==> src/hdl/rsba_pkg.sv <==
/*
 * Shared constants and types for the real-subtract / BCD-multiply datapath:
 * register map, flag and request layouts, opcodes, FSM states.
 * Assumes a single system clock and a sequencer on the same clock.
 */
package rsba_pkg;

	localparam int DATA_W = 32;
	localparam int ADDR_W = 8;
	localparam int DIGIT_W = 4;
	localparam int SINGLE_DIGITS = 4;
	localparam int WIDE_DIGITS = 8;
	localparam int PROD_W = 64;

	// Register byte offsets
	localparam logic [ADDR_W-1:0] REG_ACC = 8'h00;
	localparam logic [ADDR_W-1:0] REG_STACK = 8'h04;
	localparam logic [ADDR_W-1:0] REG_FLAGS = 8'h08;
	localparam logic [ADDR_W-1:0] REG_IRQ_STAT = 8'h0C;
	localparam logic [ADDR_W-1:0] REG_IRQ_MASK = 8'h10;

	// Interrupt status / mask bit positions
	localparam int IRQ_W = 2;
	localparam int IRQ_DONE_BIT = 0;
	localparam int IRQ_ERR_BIT = 1;

	localparam logic [DATA_W-1:0] ACC_RESET = 32'h0000_0000;
	localparam logic [IRQ_W-1:0] IRQ_MASK_RESET = 2'h0;

	// BCD digit limits
	localparam logic [DIGIT_W-1:0] BCD_DIGIT_MAX = 4'h9;
	localparam logic [DIGIT_W:0] BCD_ADJUST = 5'h06;

	// Single precision layout
	localparam int F_SIGN = 31;
	localparam int F_EXP_HI = 30;
	localparam int F_EXP_LO = 23;
	localparam int F_MANT_W = 23;
	localparam logic [7:0] F_EXP_ZERO = 8'h00;
	localparam logic [7:0] F_EXP_ONES = 8'hFF;
	localparam logic [7:0] F_EXP_MIN = 8'h01;
	localparam logic [9:0] F_EXP_OVF = 10'h0FF;
	localparam int F_WORK_W = 27;

	typedef enum logic [1:0] {
		OP_REAL_SUBTRACT = 2'b00,
		OP_BCD_MULTIPLY_SINGLE = 2'b01,
		OP_BCD_MULTIPLY_WIDE = 2'b10
	} rsba_opcode_t;

	typedef enum logic [1:0] {
		ST_IDLE = 2'b00,
		ST_MUL_SHIFT = 2'b01,
		ST_MUL_ADD = 2'b10,
		ST_FINISH = 2'b11
	} rsba_state_t;

	typedef struct packed {
		rsba_opcode_t opcode;
		logic [DATA_W-1:0] operand;
		logic via_pointer;
		logic pointer_ok;
	} rsba_req_t;

	// Bit 0 is the zero flag, bit 6 the bad-format flag
	typedef struct packed {
		logic bad_operand_format_flag;
		logic float_underflow_flag;
		logic sign_error_flag;
		logic float_validity_flag;
		logic bad_pointer_flag;
		logic negative_result_flag;
		logic zero_result_flag;
	} rsba_flags_t;

	localparam int FLAGS_W = 7;
	localparam rsba_flags_t FLAGS_RESET = 7'h00;

	typedef struct packed {
		logic [DATA_W-1:0] value;
		logic underflow;
		logic overflow;
	} rsba_fres_t;

endpackage : rsba_pkg

==> src/hdl/rsba_alu.sv <==
/*
 * Accumulator datapath: real subtract (operand minus accumulator) and
 * 16/32-bit BCD multiply, with discrete status flags, a register port
 * and a masked level interrupt.
 * Assumes the sequencer and the register master share CLK_SYS, so
 * none of their inputs are synchronised.
 */
// The address-and-strobe port and the placing of the registers were left to the implementer.
`timescale 1ns/10ps

// Operation
// (RULE_01) Real subtract: operand minus accumulator, to accumulator
// (RULE_02) Both values are IEEE single precision
// (RULE_03) Zero flag follows accumulator equal zero
// (RULE_04) Negative flag set when accumulator negative
// (RULE_05) Bad pointer flag on invalid pointer target; only a subtract checks it, a multiply ignores the pointer fields
// (RULE_06) Validity flag on for valid float accumulator; code also clears it for a non-real operand
// (RULE_07) Sign error flag on signed overflow
// (RULE_08) Underflow flag on floating point underflow
// (RULE_09) Bad format flag on non-real operand
// (RULE_10) Bad format flag on non-BCD multiply operand
// (RULE_11) Flags hold until next affecting operation
// (RULE_12) Single multiply uses accumulator low 16 bits
// (RULE_13) Single multiply: eight-digit product to accumulator
// (RULE_14) Issuer gives one word or 1..9999
// (RULE_15) Wide multiply: eight by eight BCD digits
// (RULE_16) Wide multiply: lower eight digits to accumulator
// (RULE_17) Wide multiply: upper digits pushed on stack
// (RULE_18) Non-BCD means any digit above nine
// (RULE_19) Round to nearest even subtraction
module rsba_alu
	import rsba_pkg::*;
(
	input wire logic CLK_SYS,
	input wire logic RESETN,
	input wire logic [ADDR_W-1:0] REG_ADDR,
	input wire logic [DATA_W-1:0] REG_WDATA,
	input wire logic REG_WR,
	input wire logic REG_RD,
	output logic [DATA_W-1:0] REG_RDATA,
	input wire logic OP_START,
	input wire rsba_req_t OP_REQ,
	output logic OP_BUSY,
	output logic OP_DONE,
	output logic [DATA_W-1:0] ACC_VALUE,
	output logic STACK_PUSH,
	output logic [DATA_W-1:0] STACK_DATA,
	output rsba_flags_t FLAGS,
	output logic IRQ
);

	function automatic logic [PROD_W-1:0] bcd_add(
		input logic [PROD_W-1:0] x,
		input logic [PROD_W-1:0] y
	);
		logic [PROD_W-1:0] r;
		logic [DIGIT_W:0] s;
		logic c;
		r = '0;
		c = 1'b0;
		for (int i = 0; i < PROD_W / DIGIT_W; i++) begin
			s = {1'b0, x[i*DIGIT_W +: DIGIT_W]} +
				{1'b0, y[i*DIGIT_W +: DIGIT_W]} + {4'h0, c};
			if (s > {1'b0, BCD_DIGIT_MAX}) begin
				s = s + BCD_ADJUST;
				c = 1'b1;
			end else begin
				c = 1'b0;
			end
			r[i*DIGIT_W +: DIGIT_W] = s[DIGIT_W-1:0];
		end
		return r;
	endfunction : bcd_add

	// Minuend minus subtrahend, round to nearest even, subnormals kept
	function automatic rsba_fres_t real_sub(
		input logic [DATA_W-1:0] minuend,
		input logic [DATA_W-1:0] subtrahend
	);
		rsba_fres_t r;
		logic [DATA_W-1:0] x, y, big, sml;
		logic s_big, eff_sub, sticky, tiny, rnd_up;
		logic [7:0] e_big, e_sml, d;
		logic [F_MANT_W:0] m_big, m_sml;
		logic [F_WORK_W-1:0] sh;
		logic [F_WORK_W:0] sum;
		logic [F_MANT_W+1:0] mant_r;
		logic [9:0] e;
		x = minuend;
		y = {~subtrahend[F_SIGN], subtrahend[F_SIGN-1:0]};
		if (x[F_SIGN-1:0] >= y[F_SIGN-1:0]) begin
			big = x;
			sml = y;
		end else begin
			big = y;
			sml = x;
		end
		s_big = big[F_SIGN];
		eff_sub = big[F_SIGN] ^ sml[F_SIGN];
		e_big = (big[F_EXP_HI:F_EXP_LO] == F_EXP_ZERO) ? F_EXP_MIN
			: big[F_EXP_HI:F_EXP_LO];
		e_sml = (sml[F_EXP_HI:F_EXP_LO] == F_EXP_ZERO) ? F_EXP_MIN
			: sml[F_EXP_HI:F_EXP_LO];
		m_big = {big[F_EXP_HI:F_EXP_LO] != F_EXP_ZERO, big[F_MANT_W-1:0]};
		m_sml = {sml[F_EXP_HI:F_EXP_LO] != F_EXP_ZERO, sml[F_MANT_W-1:0]};
		d = e_big - e_sml;
		sh = {m_sml, 3'b000};
		sticky = 1'b0;
		// Bounded shift keeps the loop short; beyond it all bits are sticky
		for (int i = 0; i < F_WORK_W; i++) begin
			if (i < int'(d)) begin
				sticky = sticky | sh[0];
				sh = sh >> 1;
			end
		end
		sh[0] = sh[0] | sticky;
		if (eff_sub) begin
			sum = {1'b0, m_big, 3'b000} - {1'b0, sh};
		end else begin
			sum = {1'b0, m_big, 3'b000} + {1'b0, sh};
		end
		e = {2'b00, e_big};
		if (sum[F_WORK_W]) begin
			sum = {1'b0, sum[F_WORK_W:2], sum[1] | sum[0]};
			e = e + 10'd1;
		end
		for (int i = 0; i < F_WORK_W - 1; i++) begin
			if (!sum[F_WORK_W-1] && e > {2'b00, F_EXP_MIN}) begin
				sum = sum << 1;
				e = e - 10'd1;
			end
		end
		tiny = !sum[F_WORK_W-1];
		// A subnormal difference is always exact, so tininess alone counts
		rnd_up = sum[2] & (sum[1] | sum[0] | sum[3]); // RULE_19
		mant_r = {1'b0, sum[F_WORK_W-1:3]} + {24'h00_0000, rnd_up};
		if (mant_r[F_MANT_W+1]) begin
			mant_r = mant_r >> 1;
			e = e + 10'd1;
		end
		r.underflow = tiny & |sum; // RULE_08
		r.overflow = 1'b0;
		if (sum == '0) begin
			r.value = '0;
		end else if (e >= F_EXP_OVF) begin
			r.value = {s_big, F_EXP_ONES, 23'h00_0000};
			r.overflow = 1'b1; // RULE_07
		end else begin
			r.value = {s_big, mant_r[F_MANT_W] ? e[7:0] : F_EXP_ZERO,
				mant_r[F_MANT_W-1:0]};
		end
		return r;
	endfunction : real_sub

	rsba_state_t state_reg, state_next;
	logic [DATA_W-1:0] acc_reg;
	logic [DATA_W-1:0] stack_reg;
	rsba_flags_t flags_reg;
	logic [IRQ_W-1:0] irq_stat_reg, irq_mask_reg;
	logic [DATA_W-1:0] rdata_reg;
	logic irq_reg, busy_reg, done_reg, push_reg;
	logic [PROD_W-1:0] prod_reg, mcand_reg;
	logic [DATA_W-1:0] mplier_reg;
	logic [3:0] digit_cnt_reg, add_cnt_reg;
	logic wide_reg;

	logic start_ok, is_sub, is_mul, is_wide;
	logic [WIDE_DIGITS-1:0] opnd_bad_digit, acc_bad_digit;
	logic bcd_bad, real_bad, sub_commit;
	rsba_fres_t fres;
	logic [DATA_W-1:0] mul_result;
	logic acc_wr, err_event, done_event;

	assign start_ok = OP_START && (state_reg == ST_IDLE);
	assign is_sub = OP_REQ.opcode == OP_REAL_SUBTRACT;
	assign is_wide = OP_REQ.opcode == OP_BCD_MULTIPLY_WIDE;
	assign is_mul = (OP_REQ.opcode == OP_BCD_MULTIPLY_SINGLE) || is_wide;

	genvar g;
	generate
		for (g = 0; g < WIDE_DIGITS; g++) begin : g_digit
			assign opnd_bad_digit[g] =
				OP_REQ.operand[g*DIGIT_W +: DIGIT_W] > BCD_DIGIT_MAX; // RULE_18
			assign acc_bad_digit[g] =
				acc_reg[g*DIGIT_W +: DIGIT_W] > BCD_DIGIT_MAX; // RULE_18
		end
	endgenerate

	// Single multiply checks only the low four digits of each side
	assign bcd_bad = is_wide ? (|opnd_bad_digit || |acc_bad_digit)
		: (|opnd_bad_digit[SINGLE_DIGITS-1:0]
		|| |acc_bad_digit[SINGLE_DIGITS-1:0]); // RULE_10

	// Infinity and NaN are not accepted as real numbers
	assign real_bad =
		(OP_REQ.operand[F_EXP_HI:F_EXP_LO] == F_EXP_ONES) ||
		(acc_reg[F_EXP_HI:F_EXP_LO] == F_EXP_ONES); // RULE_09

	assign fres = real_sub(OP_REQ.operand, acc_reg); // RULE_01 RULE_02
	assign sub_commit = start_ok && is_sub && !real_bad &&
		!(OP_REQ.via_pointer && !OP_REQ.pointer_ok);
	assign mul_result = prod_reg[DATA_W-1:0];

	// Operations own the accumulator; a bus write loses to them
	assign acc_wr = REG_WR && (REG_ADDR == REG_ACC) &&
		(state_reg == ST_IDLE) && !OP_START;

	assign done_event = (start_ok && !(is_mul && !bcd_bad)) ||
		(state_reg == ST_FINISH);
	assign err_event = start_ok && (
		(is_sub && ((OP_REQ.via_pointer && !OP_REQ.pointer_ok) ||
		real_bad || fres.overflow || fres.underflow)) ||
		(is_mul && bcd_bad));

	always_comb begin
		state_next = state_reg;
		case (state_reg)
			ST_IDLE: begin
				if (start_ok && is_mul && !bcd_bad) begin
					state_next = ST_MUL_SHIFT;
				end
			end
			ST_MUL_SHIFT: begin
				state_next = ST_MUL_ADD;
			end
			ST_MUL_ADD: begin
				if (add_cnt_reg == 4'h0 && digit_cnt_reg == 4'h0) begin
					state_next = ST_FINISH;
				end else if (add_cnt_reg == 4'h0) begin
					state_next = ST_MUL_SHIFT;
				end
			end
			ST_FINISH: begin
				state_next = ST_IDLE;
			end
			default: begin
				state_next = ST_IDLE;
			end
		endcase
	end

	always_ff @(posedge CLK_SYS or negedge RESETN) begin
		if (!RESETN) begin
			state_reg <= ST_IDLE;
		end else begin
			state_reg <= state_next;
		end
	end

	// Shift-and-add: one digit shift, then one BCD add per cycle
	always_ff @(posedge CLK_SYS or negedge RESETN) begin
		if (!RESETN) begin
			prod_reg <= '0;
			mcand_reg <= '0;
			mplier_reg <= '0;
			digit_cnt_reg <= 4'h0;
			add_cnt_reg <= 4'h0;
			wide_reg <= 1'b0;
		end else begin
			case (state_reg)
				ST_IDLE: begin
					if (start_ok && is_mul && !bcd_bad) begin
						prod_reg <= '0;
						wide_reg <= is_wide;
						add_cnt_reg <= 4'h0;
						if (is_wide) begin
							mcand_reg <= {32'h0000_0000, acc_reg}; // RULE_15
							mplier_reg <= OP_REQ.operand;
							digit_cnt_reg <= 4'(WIDE_DIGITS);
						end else begin
							mcand_reg <= {48'h0000_0000_0000,
								acc_reg[15:0]}; // RULE_12
							mplier_reg <= {OP_REQ.operand[15:0],
								16'h0000};
							digit_cnt_reg <= 4'(SINGLE_DIGITS);
						end
					end
				end
				ST_MUL_SHIFT: begin
					prod_reg <= prod_reg << DIGIT_W;
					add_cnt_reg <= mplier_reg[DATA_W-1 -: DIGIT_W];
					mplier_reg <= mplier_reg << DIGIT_W;
					digit_cnt_reg <= digit_cnt_reg - 4'h1;
				end
				ST_MUL_ADD: begin
					if (add_cnt_reg != 4'h0) begin
						prod_reg <= bcd_add(prod_reg, mcand_reg);
						add_cnt_reg <= add_cnt_reg - 4'h1;
					end
				end
				default: begin
				end
			endcase
		end
	end

	always_ff @(posedge CLK_SYS or negedge RESETN) begin
		if (!RESETN) begin
			acc_reg <= ACC_RESET;
		end else if (sub_commit) begin
			acc_reg <= fres.value; // RULE_01
		end else if (state_reg == ST_FINISH) begin
			acc_reg <= mul_result; // RULE_13 RULE_16
		end else if (acc_wr) begin
			acc_reg <= REG_WDATA;
		end
	end

	// Stack entry sees the upper eight product digits of a wide multiply
	always_ff @(posedge CLK_SYS or negedge RESETN) begin
		if (!RESETN) begin
			stack_reg <= '0;
			push_reg <= 1'b0;
		end else begin
			push_reg <= (state_reg == ST_FINISH) && wide_reg;
			if (state_reg == ST_FINISH && wide_reg) begin
				stack_reg <= prod_reg[PROD_W-1:DATA_W]; // RULE_17
			end
		end
	end

	// Only the flags an operation touches are rewritten
	always_ff @(posedge CLK_SYS or negedge RESETN) begin
		if (!RESETN) begin
			flags_reg <= FLAGS_RESET;
		end else if (start_ok && is_sub) begin
			flags_reg.bad_pointer_flag <=
				OP_REQ.via_pointer && !OP_REQ.pointer_ok; // RULE_05
			flags_reg.bad_operand_format_flag <= real_bad; // RULE_09
			if (sub_commit) begin
				flags_reg.zero_result_flag <=
					fres.value[F_SIGN-1:0] == '0; // RULE_03
				flags_reg.negative_result_flag <=
					fres.value[F_SIGN]; // RULE_04
				flags_reg.float_validity_flag <=
					fres.value[F_EXP_HI:F_EXP_LO] != F_EXP_ONES; // RULE_06
				flags_reg.sign_error_flag <= fres.overflow; // RULE_07
				flags_reg.float_underflow_flag <= fres.underflow; // RULE_08
			end else begin
				flags_reg.zero_result_flag <=
					acc_reg[F_SIGN-1:0] == '0; // RULE_03
				flags_reg.negative_result_flag <= acc_reg[F_SIGN]; // RULE_04
				flags_reg.float_validity_flag <= !real_bad; // RULE_06
				flags_reg.sign_error_flag <= 1'b0; // RULE_11
				flags_reg.float_underflow_flag <= 1'b0; // RULE_11
			end
		end else if (start_ok && is_mul && bcd_bad) begin
			flags_reg.bad_operand_format_flag <= 1'b1; // RULE_10
			flags_reg.zero_result_flag <= acc_reg == '0; // RULE_03
			flags_reg.negative_result_flag <= acc_reg[F_SIGN]; // RULE_04
		end else if (state_reg == ST_FINISH) begin
			flags_reg.bad_operand_format_flag <= 1'b0; // RULE_11
			flags_reg.zero_result_flag <= mul_result == '0; // RULE_03
			flags_reg.negative_result_flag <= mul_result[F_SIGN]; // RULE_04
		end
	end

	always_ff @(posedge CLK_SYS or negedge RESETN) begin
		if (!RESETN) begin
			busy_reg <= 1'b0;
			done_reg <= 1'b0;
		end else begin
			busy_reg <= state_next != ST_IDLE;
			done_reg <= done_event;
		end
	end

	// Set wins over a write-one-to-clear in the same cycle
	always_ff @(posedge CLK_SYS or negedge RESETN) begin
		if (!RESETN) begin
			irq_stat_reg <= '0;
			irq_mask_reg <= IRQ_MASK_RESET;
		end else begin
			for (int i = 0; i < IRQ_W; i++) begin
				if (REG_WR && REG_ADDR == REG_IRQ_STAT && REG_WDATA[i]) begin
					irq_stat_reg[i] <= 1'b0;
				end
			end
			if (done_event) begin
				irq_stat_reg[IRQ_DONE_BIT] <= 1'b1;
			end
			if (err_event) begin
				irq_stat_reg[IRQ_ERR_BIT] <= 1'b1;
			end
			if (REG_WR && REG_ADDR == REG_IRQ_MASK) begin
				irq_mask_reg <= REG_WDATA[IRQ_W-1:0];
			end
		end
	end

	// Level output lags the status bits by one cycle
	always_ff @(posedge CLK_SYS or negedge RESETN) begin
		if (!RESETN) begin
			irq_reg <= 1'b0;
		end else begin
			irq_reg <= |(irq_stat_reg & irq_mask_reg);
		end
	end

	always_ff @(posedge CLK_SYS or negedge RESETN) begin
		if (!RESETN) begin
			rdata_reg <= '0;
		end else if (REG_RD) begin
			case (REG_ADDR)
				REG_ACC: rdata_reg <= acc_reg;
				REG_STACK: rdata_reg <= stack_reg;
				REG_FLAGS: rdata_reg <= {25'h000_0000, flags_reg};
				REG_IRQ_STAT: rdata_reg <= {30'h0000_0000, irq_stat_reg};
				REG_IRQ_MASK: rdata_reg <= {30'h0000_0000, irq_mask_reg};
				default: rdata_reg <= '0;
			endcase
		end else begin
			rdata_reg <= '0;
		end
	end

	assign REG_RDATA = rdata_reg;
	assign OP_BUSY = busy_reg;
	assign OP_DONE = done_reg;
	assign ACC_VALUE = acc_reg;
	assign STACK_PUSH = push_reg;
	assign STACK_DATA = stack_reg;
	assign FLAGS = flags_reg;
	assign IRQ = irq_reg;

endmodule : rsba_alu

==> config.mk <==
export PLATFORM = sky130hd
export DESIGN_NAME = rsba_alu
export DESIGN_NICKNAME = d
export VERILOG_FILES = /design/src/hdl/rsba_pkg.sv /design/src/hdl/rsba_alu.sv
export SDC_FILE = /design/constraint.sdc
export NUM_CORES = 2
export LEC_CHECK = 0
export ABC_AREA = 1
export BUFFER_PORTS_ARGS = -buffer_cell sky130_fd_sc_hd__buf_2
export CORE_ASPECT_RATIO = 0.75
export CORE_MARGIN = 4
export CORE_UTILIZATION = 45
export DETAILED_ROUTE_END_ITERATION = 6
export GPL_TIMING_DRIVEN = 0
export HOLD_SLACK_MARGIN = 0.06
export PLACE_DENSITY_LB_ADDON = 0.25
export REMOVE_ABC_BUFFERS = 1
export SETUP_SLACK_MARGIN = 0.5
export SYNTH_ARGS = -nofsm -noshare
export SYNTH_HDL_FRONTEND = slang
export SYNTH_SLANG_ARGS = --single-unit
==> constraint.sdc <==
create_clock -name CLK_SYS -period 61.7 [get_ports CLK_SYS]
set_input_delay 3.085 -clock CLK_SYS [delete_from_list [all_inputs] [get_ports CLK_SYS]]
set_output_delay 3.085 -clock CLK_SYS [all_outputs]
set_load 0.05 [all_outputs]
# ---- After elaboration in Yosys (flattened, before gate mapping)
# Index checks and enable logic that the tools add are counted.
dict set report word_totals {
  regBits 282
  inputBits 81
  output_inout_bits 107
  wordCells 576
}
dict set report classes {
  addsub 81
  n_lt_le_gt_ge 87
  n_eq_ne 14
  mux 215
  bitwise_logic 34
  reduce_logical 121
}
# op count
set ops {}
lappend ops {{$mux W27} 28}
lappend ops {{$mux W28} 27}
lappend ops {{$mux W32} 10}
lappend ops {{$mux W10} 27}
lappend ops {{$gt A10 B1 Y1 const B} 26}
lappend ops {{$sub A10 B1 Y10 const B} 26}
lappend ops {{$pmux W64 S3} 1}
lappend ops {{$pmux W32 S5} 1}
lappend ops {{$mux W64} 2}
lappend ops {{$lt A5 B8 Y1 const A} 11}
lappend ops {{$mux W1} 81}
lappend ops {{$add A4 B4 Y5} 16}
lappend ops {{$gt A5 B4 Y1 const B} 16}
lappend ops {{$mux W4} 20}
lappend ops {{$add A5 B1 Y5} 15}
lappend ops {{$add A4 B3 Y4 const B} 16}
lappend ops {{$gt A4 B4 Y1 const B} 16}
lappend ops {{$logic_not A32 Y1} 2}
lappend ops {{$lt A4 B8 Y1 const A} 8}
lappend ops {{$pmux W32 S2} 1}
lappend ops {{$logic_not A31 Y1} 2}
lappend ops {{$logic_and A1 B1 Y1} 48}
lappend ops {{$logic_not A1 Y1} 33}
lappend ops {{$lt A3 B8 Y1 const A} 4}
lappend ops {{other kinds (49)} 115}

# ---- Longest topological paths before layout
dict set report depth {
  word_depth 155
  depth_mapped 364
  depth_no_buf 338
}

# ---- Least setup slack after synthesis
# OpenSTA, ideal clock, no wires.
dict set report synth_timing {
  path_type {input port to flip-flop}
  startpoint {in OP_REQ[16] (netlist bit)}
  endpoint {reg flags_reg, in the netlist FLAGS[0]}
  setup_ns 0.066
  arrival_time_ns 43.615
  t_required_ns 61.634
  setup_slack_ns 18.019
  stages 331
  path_buffers 31
  path_cell_list {ha_1 -> nand2_1 -> nor2_1 -> nor3b_1 -> nand2_1 -> nand2_2 -> nand2_4 -> nand2_4 -> inv_2 -> buf_6 -> clkbuf_1 -> o21ai_0 -> inv_1 -> nor4_1 -> nand4_1 -> nand2_1 -> inv_1 -> ha_1 -> [... 295 more ...] -> nor2_4 -> nand3_4 -> nand2_1 -> nand2_1 -> inv_2 -> nand2_1 -> nor2_2 -> nand2_2 -> buf_4 -> nand3_2 -> nand2_1 -> nor2_1 -> nand2_1 -> nor2_1 -> nand2_1 -> nand2_1 -> nand2_1 -> nand2_1}
}
dict set report synth_between {
  elab_chain_cells 150
  word_cells_on_any_way 304
  classes_between {add/sub: 32; order compare: 56; mux: 121; bitwise: 31; reduce/logical: 64}
}
# element line
set synth_rtl {}
lappend synth_rtl {{start: declaration} rsba_alu.sv:42} ;# input wire rsba_req_t OP_REQ,
lappend synth_rtl {{$ge A31 B31 Y1} rsba_alu.sv:91} ;# if (x[F_SIGN-1:0] >= y[F_SIGN-1:0]) begin
lappend synth_rtl {{$mux W32} rsba_alu.sv:91}
lappend synth_rtl {{$logic_not A8 Y1, on equally long branches} {rsba_alu.sv:100, rsba_alu.sv:102}}
lappend synth_rtl {{$mux W8, on equally long branches} {rsba_alu.sv:100, rsba_alu.sv:102}}
lappend synth_rtl {{$sub A8 B8 Y8} rsba_alu.sv:106} ;# d = e_big - e_sml;
lappend synth_rtl {{$lt A1 B8 Y1} rsba_alu.sv:111} ;# if (i < int'(d)) begin
lappend synth_rtl {{$mux W1 or $mux W27 (tied branches)} rsba_alu.sv:111}
lappend synth_rtl {{$or A1 B1 Y1 or $mux W27 (tied branches)} {rsba_alu.sv:112, rsba_alu.sv:111}}
lappend synth_rtl {{[... 134 more ...]} --}
lappend synth_rtl {{$add A24 B1 Y25} rsba_alu.sv:136} ;# mant_r = {1'b0, sum[F_WORK_W-1:3]} + {24'h00_0000, rnd_up};
lappend synth_rtl {{$mux W10 or $mux W24 (tied branches)} rsba_alu.sv:137} ;# if (mant_r[F_MANT_W+1]) begin
lappend synth_rtl {{$ge A10 B8 Y1 or $mux W8 (tied branches)} {rsba_alu.sv:145, rsba_alu.sv:149}}
lappend synth_rtl {{$mux W31} rsba_alu.sv:145} ;# end else if (e >= F_EXP_OVF) begin
lappend synth_rtl {{$mux W32} rsba_alu.sv:143} ;# if (sum == '0) begin
lappend synth_rtl {{$logic_not A31 Y1} rsba_alu.sv:332} ;# fres.value[F_SIGN-1:0] == '0;
lappend synth_rtl {{$mux W2} rsba_alu.sv:330} ;# if (sub_commit) begin
lappend synth_rtl {{$mux W2} rsba_alu.sv:326} ;# end else if (start_ok && is_sub) begin
lappend synth_rtl {{end: declaration} rsba_alu.sv:158} ;# rsba_flags_t flags_reg;
# Parallel ways exist; a longest one is shown, timed or not.
# A chain may end at the register's enable or synchronous reset.

# ---- Worst setup path in the final report
dict set report layout_timing {
  startpoint {in OP_REQ[8] (netlist bit)}
  endpoint {reg flags_reg, in the netlist FLAGS[0]}
}
# The elaborated chain is that of the path after synthesis.

==> results.py <==
metrics = {
    "timing": {
        "rsz0062_at_grt": "no",
        "setup_tns_ns": 0,
        "fin_skew_ns": 0.0263,
        "fin_crit_ns": 56.21,
        "setup_viol": 0,
        "slew_headroom_pct": 2.27,
        "max_freq_mhz": 17.8,
        "final-hold-violation-count": 0,
        "min_period_over_period_pct": 91.1,
        "drv_slew": 0,
        "worst_slew_pin_slew_ns": 1.47,
    },
    "routing": {
        "postRouteAntennaNets": 0,
        "dr.pass1.iters": 7,
        "finalWirelength_mm": 157,
        "route.detailed.drc": 7,
        "dr.first_iter.drc_count": 4948,
        "routedWlPerCell_um": 16.5,
        "vias": 52200,
        "via_per_inst": 5.49,
    },
    "cts": {
        "numCtsBuffers": 22,
        "h-tree-depth": 1,
        "cts_sinks": 250,
        "clk_latency_ns": 0.57,
        "cts_root_buf": "clkbuf_16",
        "clk_pin_slew_ns": 0.09,
        "cts_tree": "yes",
        "clock_path_buffers": 3,
    },
    "floorplanning": {
        "start_util_pct": 45.5,
        "rows": 107,
        "io_pins": 188,
        "core_um2": 114000,
        "die_area_um2": 121000,
        "die_x_um": 400,
        "die_h_um": 302,
    },
    "setup_path": {
        "crit_fanout": 90,
        "slowest_stage": "o21ai_2",
        "cpMostUsedCell": "nand2_4",
        "r2r_end": "FLAGS[0]",
        "critPathCaptureType": "flop",
        "rr_worst_depth": 305,
        "path_class": "in2reg",
        "r2r_setup_slack_ns": 6.89,
        "crit_required_ns": 62.16,
        "arrival_ns": 56.67,
        "reg2reg_from": "ACC_VALUE[25]",
        "startpoint_type": "input port",
        "crit_path_max_incr_delay_ns": 0.53,
    },
    "synth": {
        "seq_area_frac_synth_pct": 12.0,
        "ys_warn_count": 0,
        "synthArstFlopShare_pct": 100,
        "synthCells": 8053,
        "ys_seq_elements": 250,
        "synthFlopType": "dfrtp_1",
        "synth_edf_count": 0,
        "ys_types": 97,
        "avgSynthCellArea_um2": 6.45,
        "syn_area_um2": 52000,
    },
    "finish": {
        "layout_commonest_cell": "nand2_1",
        "final_cell_mix": "1822 x nand2_1, 946 x nand3_1, 773 x inv_1",
        "drive_above_1_share_pct": 23.1,
        "fin_nets": 8271,
        "largest_reg_flops": 64,
        "area_growth_pct": 2.41,
        "stdcell_count": 9496,
    },
    "global_route": {
        "grt_max_degree": 107,
        "grt_pass1_wl_mm": 248,
        "grt_remaining_overflow": 0,
        "grt_use_total_pct": 24.4,
        "grt_pass1_vias": 45700,
        "grt_antenna_before_repair": 11,
    },
    "status": {
        "violations": "DRC",
        "outcome": "complete, but fails checks",
    },
    "worst_hold_path": {
        "hold_end": "irq_mask_reg[0]",
        "whs_path_depth": 2,
        "hold_path_class": "reg2reg",
        "worstHoldStart": "irq_mask_reg[0]",
    },
    "flow_run": {
        "drv_cap": 0,
    },
    "place": {
        "portBuffers": 187,
        "place.gp.congestion": 0.954,
        "place_inst": 9435,
        "dp_hpwl_mm": 124,
    },
}
==> worst max-delay path, delay by kind of cell <==
family	cells	cell delay, ns
xor gates and xnor gates	4	1.25
and+or+nand+nor	231	36.89
adders and majority gates	31	8.69
AOI/OAI and AO/OA	11	2.09
buffers and inverters	31	4.33
==> through the flow <==
step	hold slack (ns)	cell area (µm²)	utilization, %	setup slack [ns]
floorplan	0.450	49000	-	12.87
global placement	0.466	51900	45.5	1.89
detailed placement	0.479	52200	45.7	1.63
CTS	0.498	52900	46.4	2.03
global route	0.528	53200	46.6	0.482
finish	0.501	53200	46.6	5.49
==> kinds of logic after synthesis <==
kind of cell             after synthesis  share of synthesized area [%]
adder cells (fa/ha/maj)              240                           6.03
buffers and inverters               1266                           12.6
AND/OR/NAND/NOR                     4781                           49.3
XOR/XNOR                             143                           2.51
AO/OA/AOI/OAI                       1362                           17.3
multiplexers                          11                          0.212
flip-flops                           250                           12.0
==> what timing repair did <==
| item | in CTS | in global routing |
|---|---|---|
| gates resized for setup | 0 | 28 |
| buffers inserted | 0 | 5 |
| hold buffers | 0 | 0 |
| endpoints found under the setup margin | 0 | 38 |
==> layout make-up <==
class / count / area, µm²
Antenna cell: 4 / 10.0
Fill cell: 12100 / 60900
Sequential cell: 250 / 6260
Tap cell: 1526 / 1910
Clock buffer: 25 / 593
Inverter: 925 / 3660
Clock inverter: 15 / 160
Multi-Input combinational cell: 6548 / 39400
Timing Repair inverter: 1 / 7.51
Timing Repair Buffer: 202 / 1210
==> synth_stat cells (47+ instances only) <==
cell      count  area (µm²)
nand3_1     948        4740
clkbuf_1    153         574
nand2_4     227        2560
o21ai_0     384        1920
nand4_1     125         782
a21oi_1     199         996
or2_2       386        2410
nand2_2     384        2400
o21a_1      427        3210
o21ai_1      47         235
o221ai_1     64         561
inv_1       776        2910
xor2_1       98         858
dfrtp_1     250        6260
clkbuf_8     55         757
nor2_4       66         743
nor2_1      416        1560
nand3_2     135        1350
nor2_2      116         726
ha_1        223        2790
inv_2        90         338
nand2_1    1826        6850
==> worst max path at each step <==
stage	slack [ns]	startpoint	cells past startpoint	to
2_1_floorplan	12.87	OP_REQ[16]	303	FLAGS[0]
3_3_place_gp	1.89	OP_REQ[8]	296	ACC_VALUE[27]
3_5_place_dp	1.63	OP_REQ[8]	302	FLAGS[0]
4_1_cts	2.03	OP_REQ[8]	302	FLAGS[0]
5_1_grt	0.48	OP_REQ[8]	313	FLAGS[0]
6_report	5.49	OP_REQ[8]	308	FLAGS[0]
==> per-layer routing <==
| metal | up-vias | share of wire [%] | GRT usage (%) |
|---|---|---|---|
| met4 | 0 | 1.6 | 3.72 |
| met3 | 145 | 8.5 | 4.84 |
| met1 | 24200 | 51 | 37.9 |
| met5 | - | 0 | 0 |
| li1 | 26300 | - | - |
| met2 | 1531 | 39 | 34.8 |
Power is left out: the tool's default activity adds up to more than one toggle a clock period on the data nets, which glitch-free logic cannot reach.
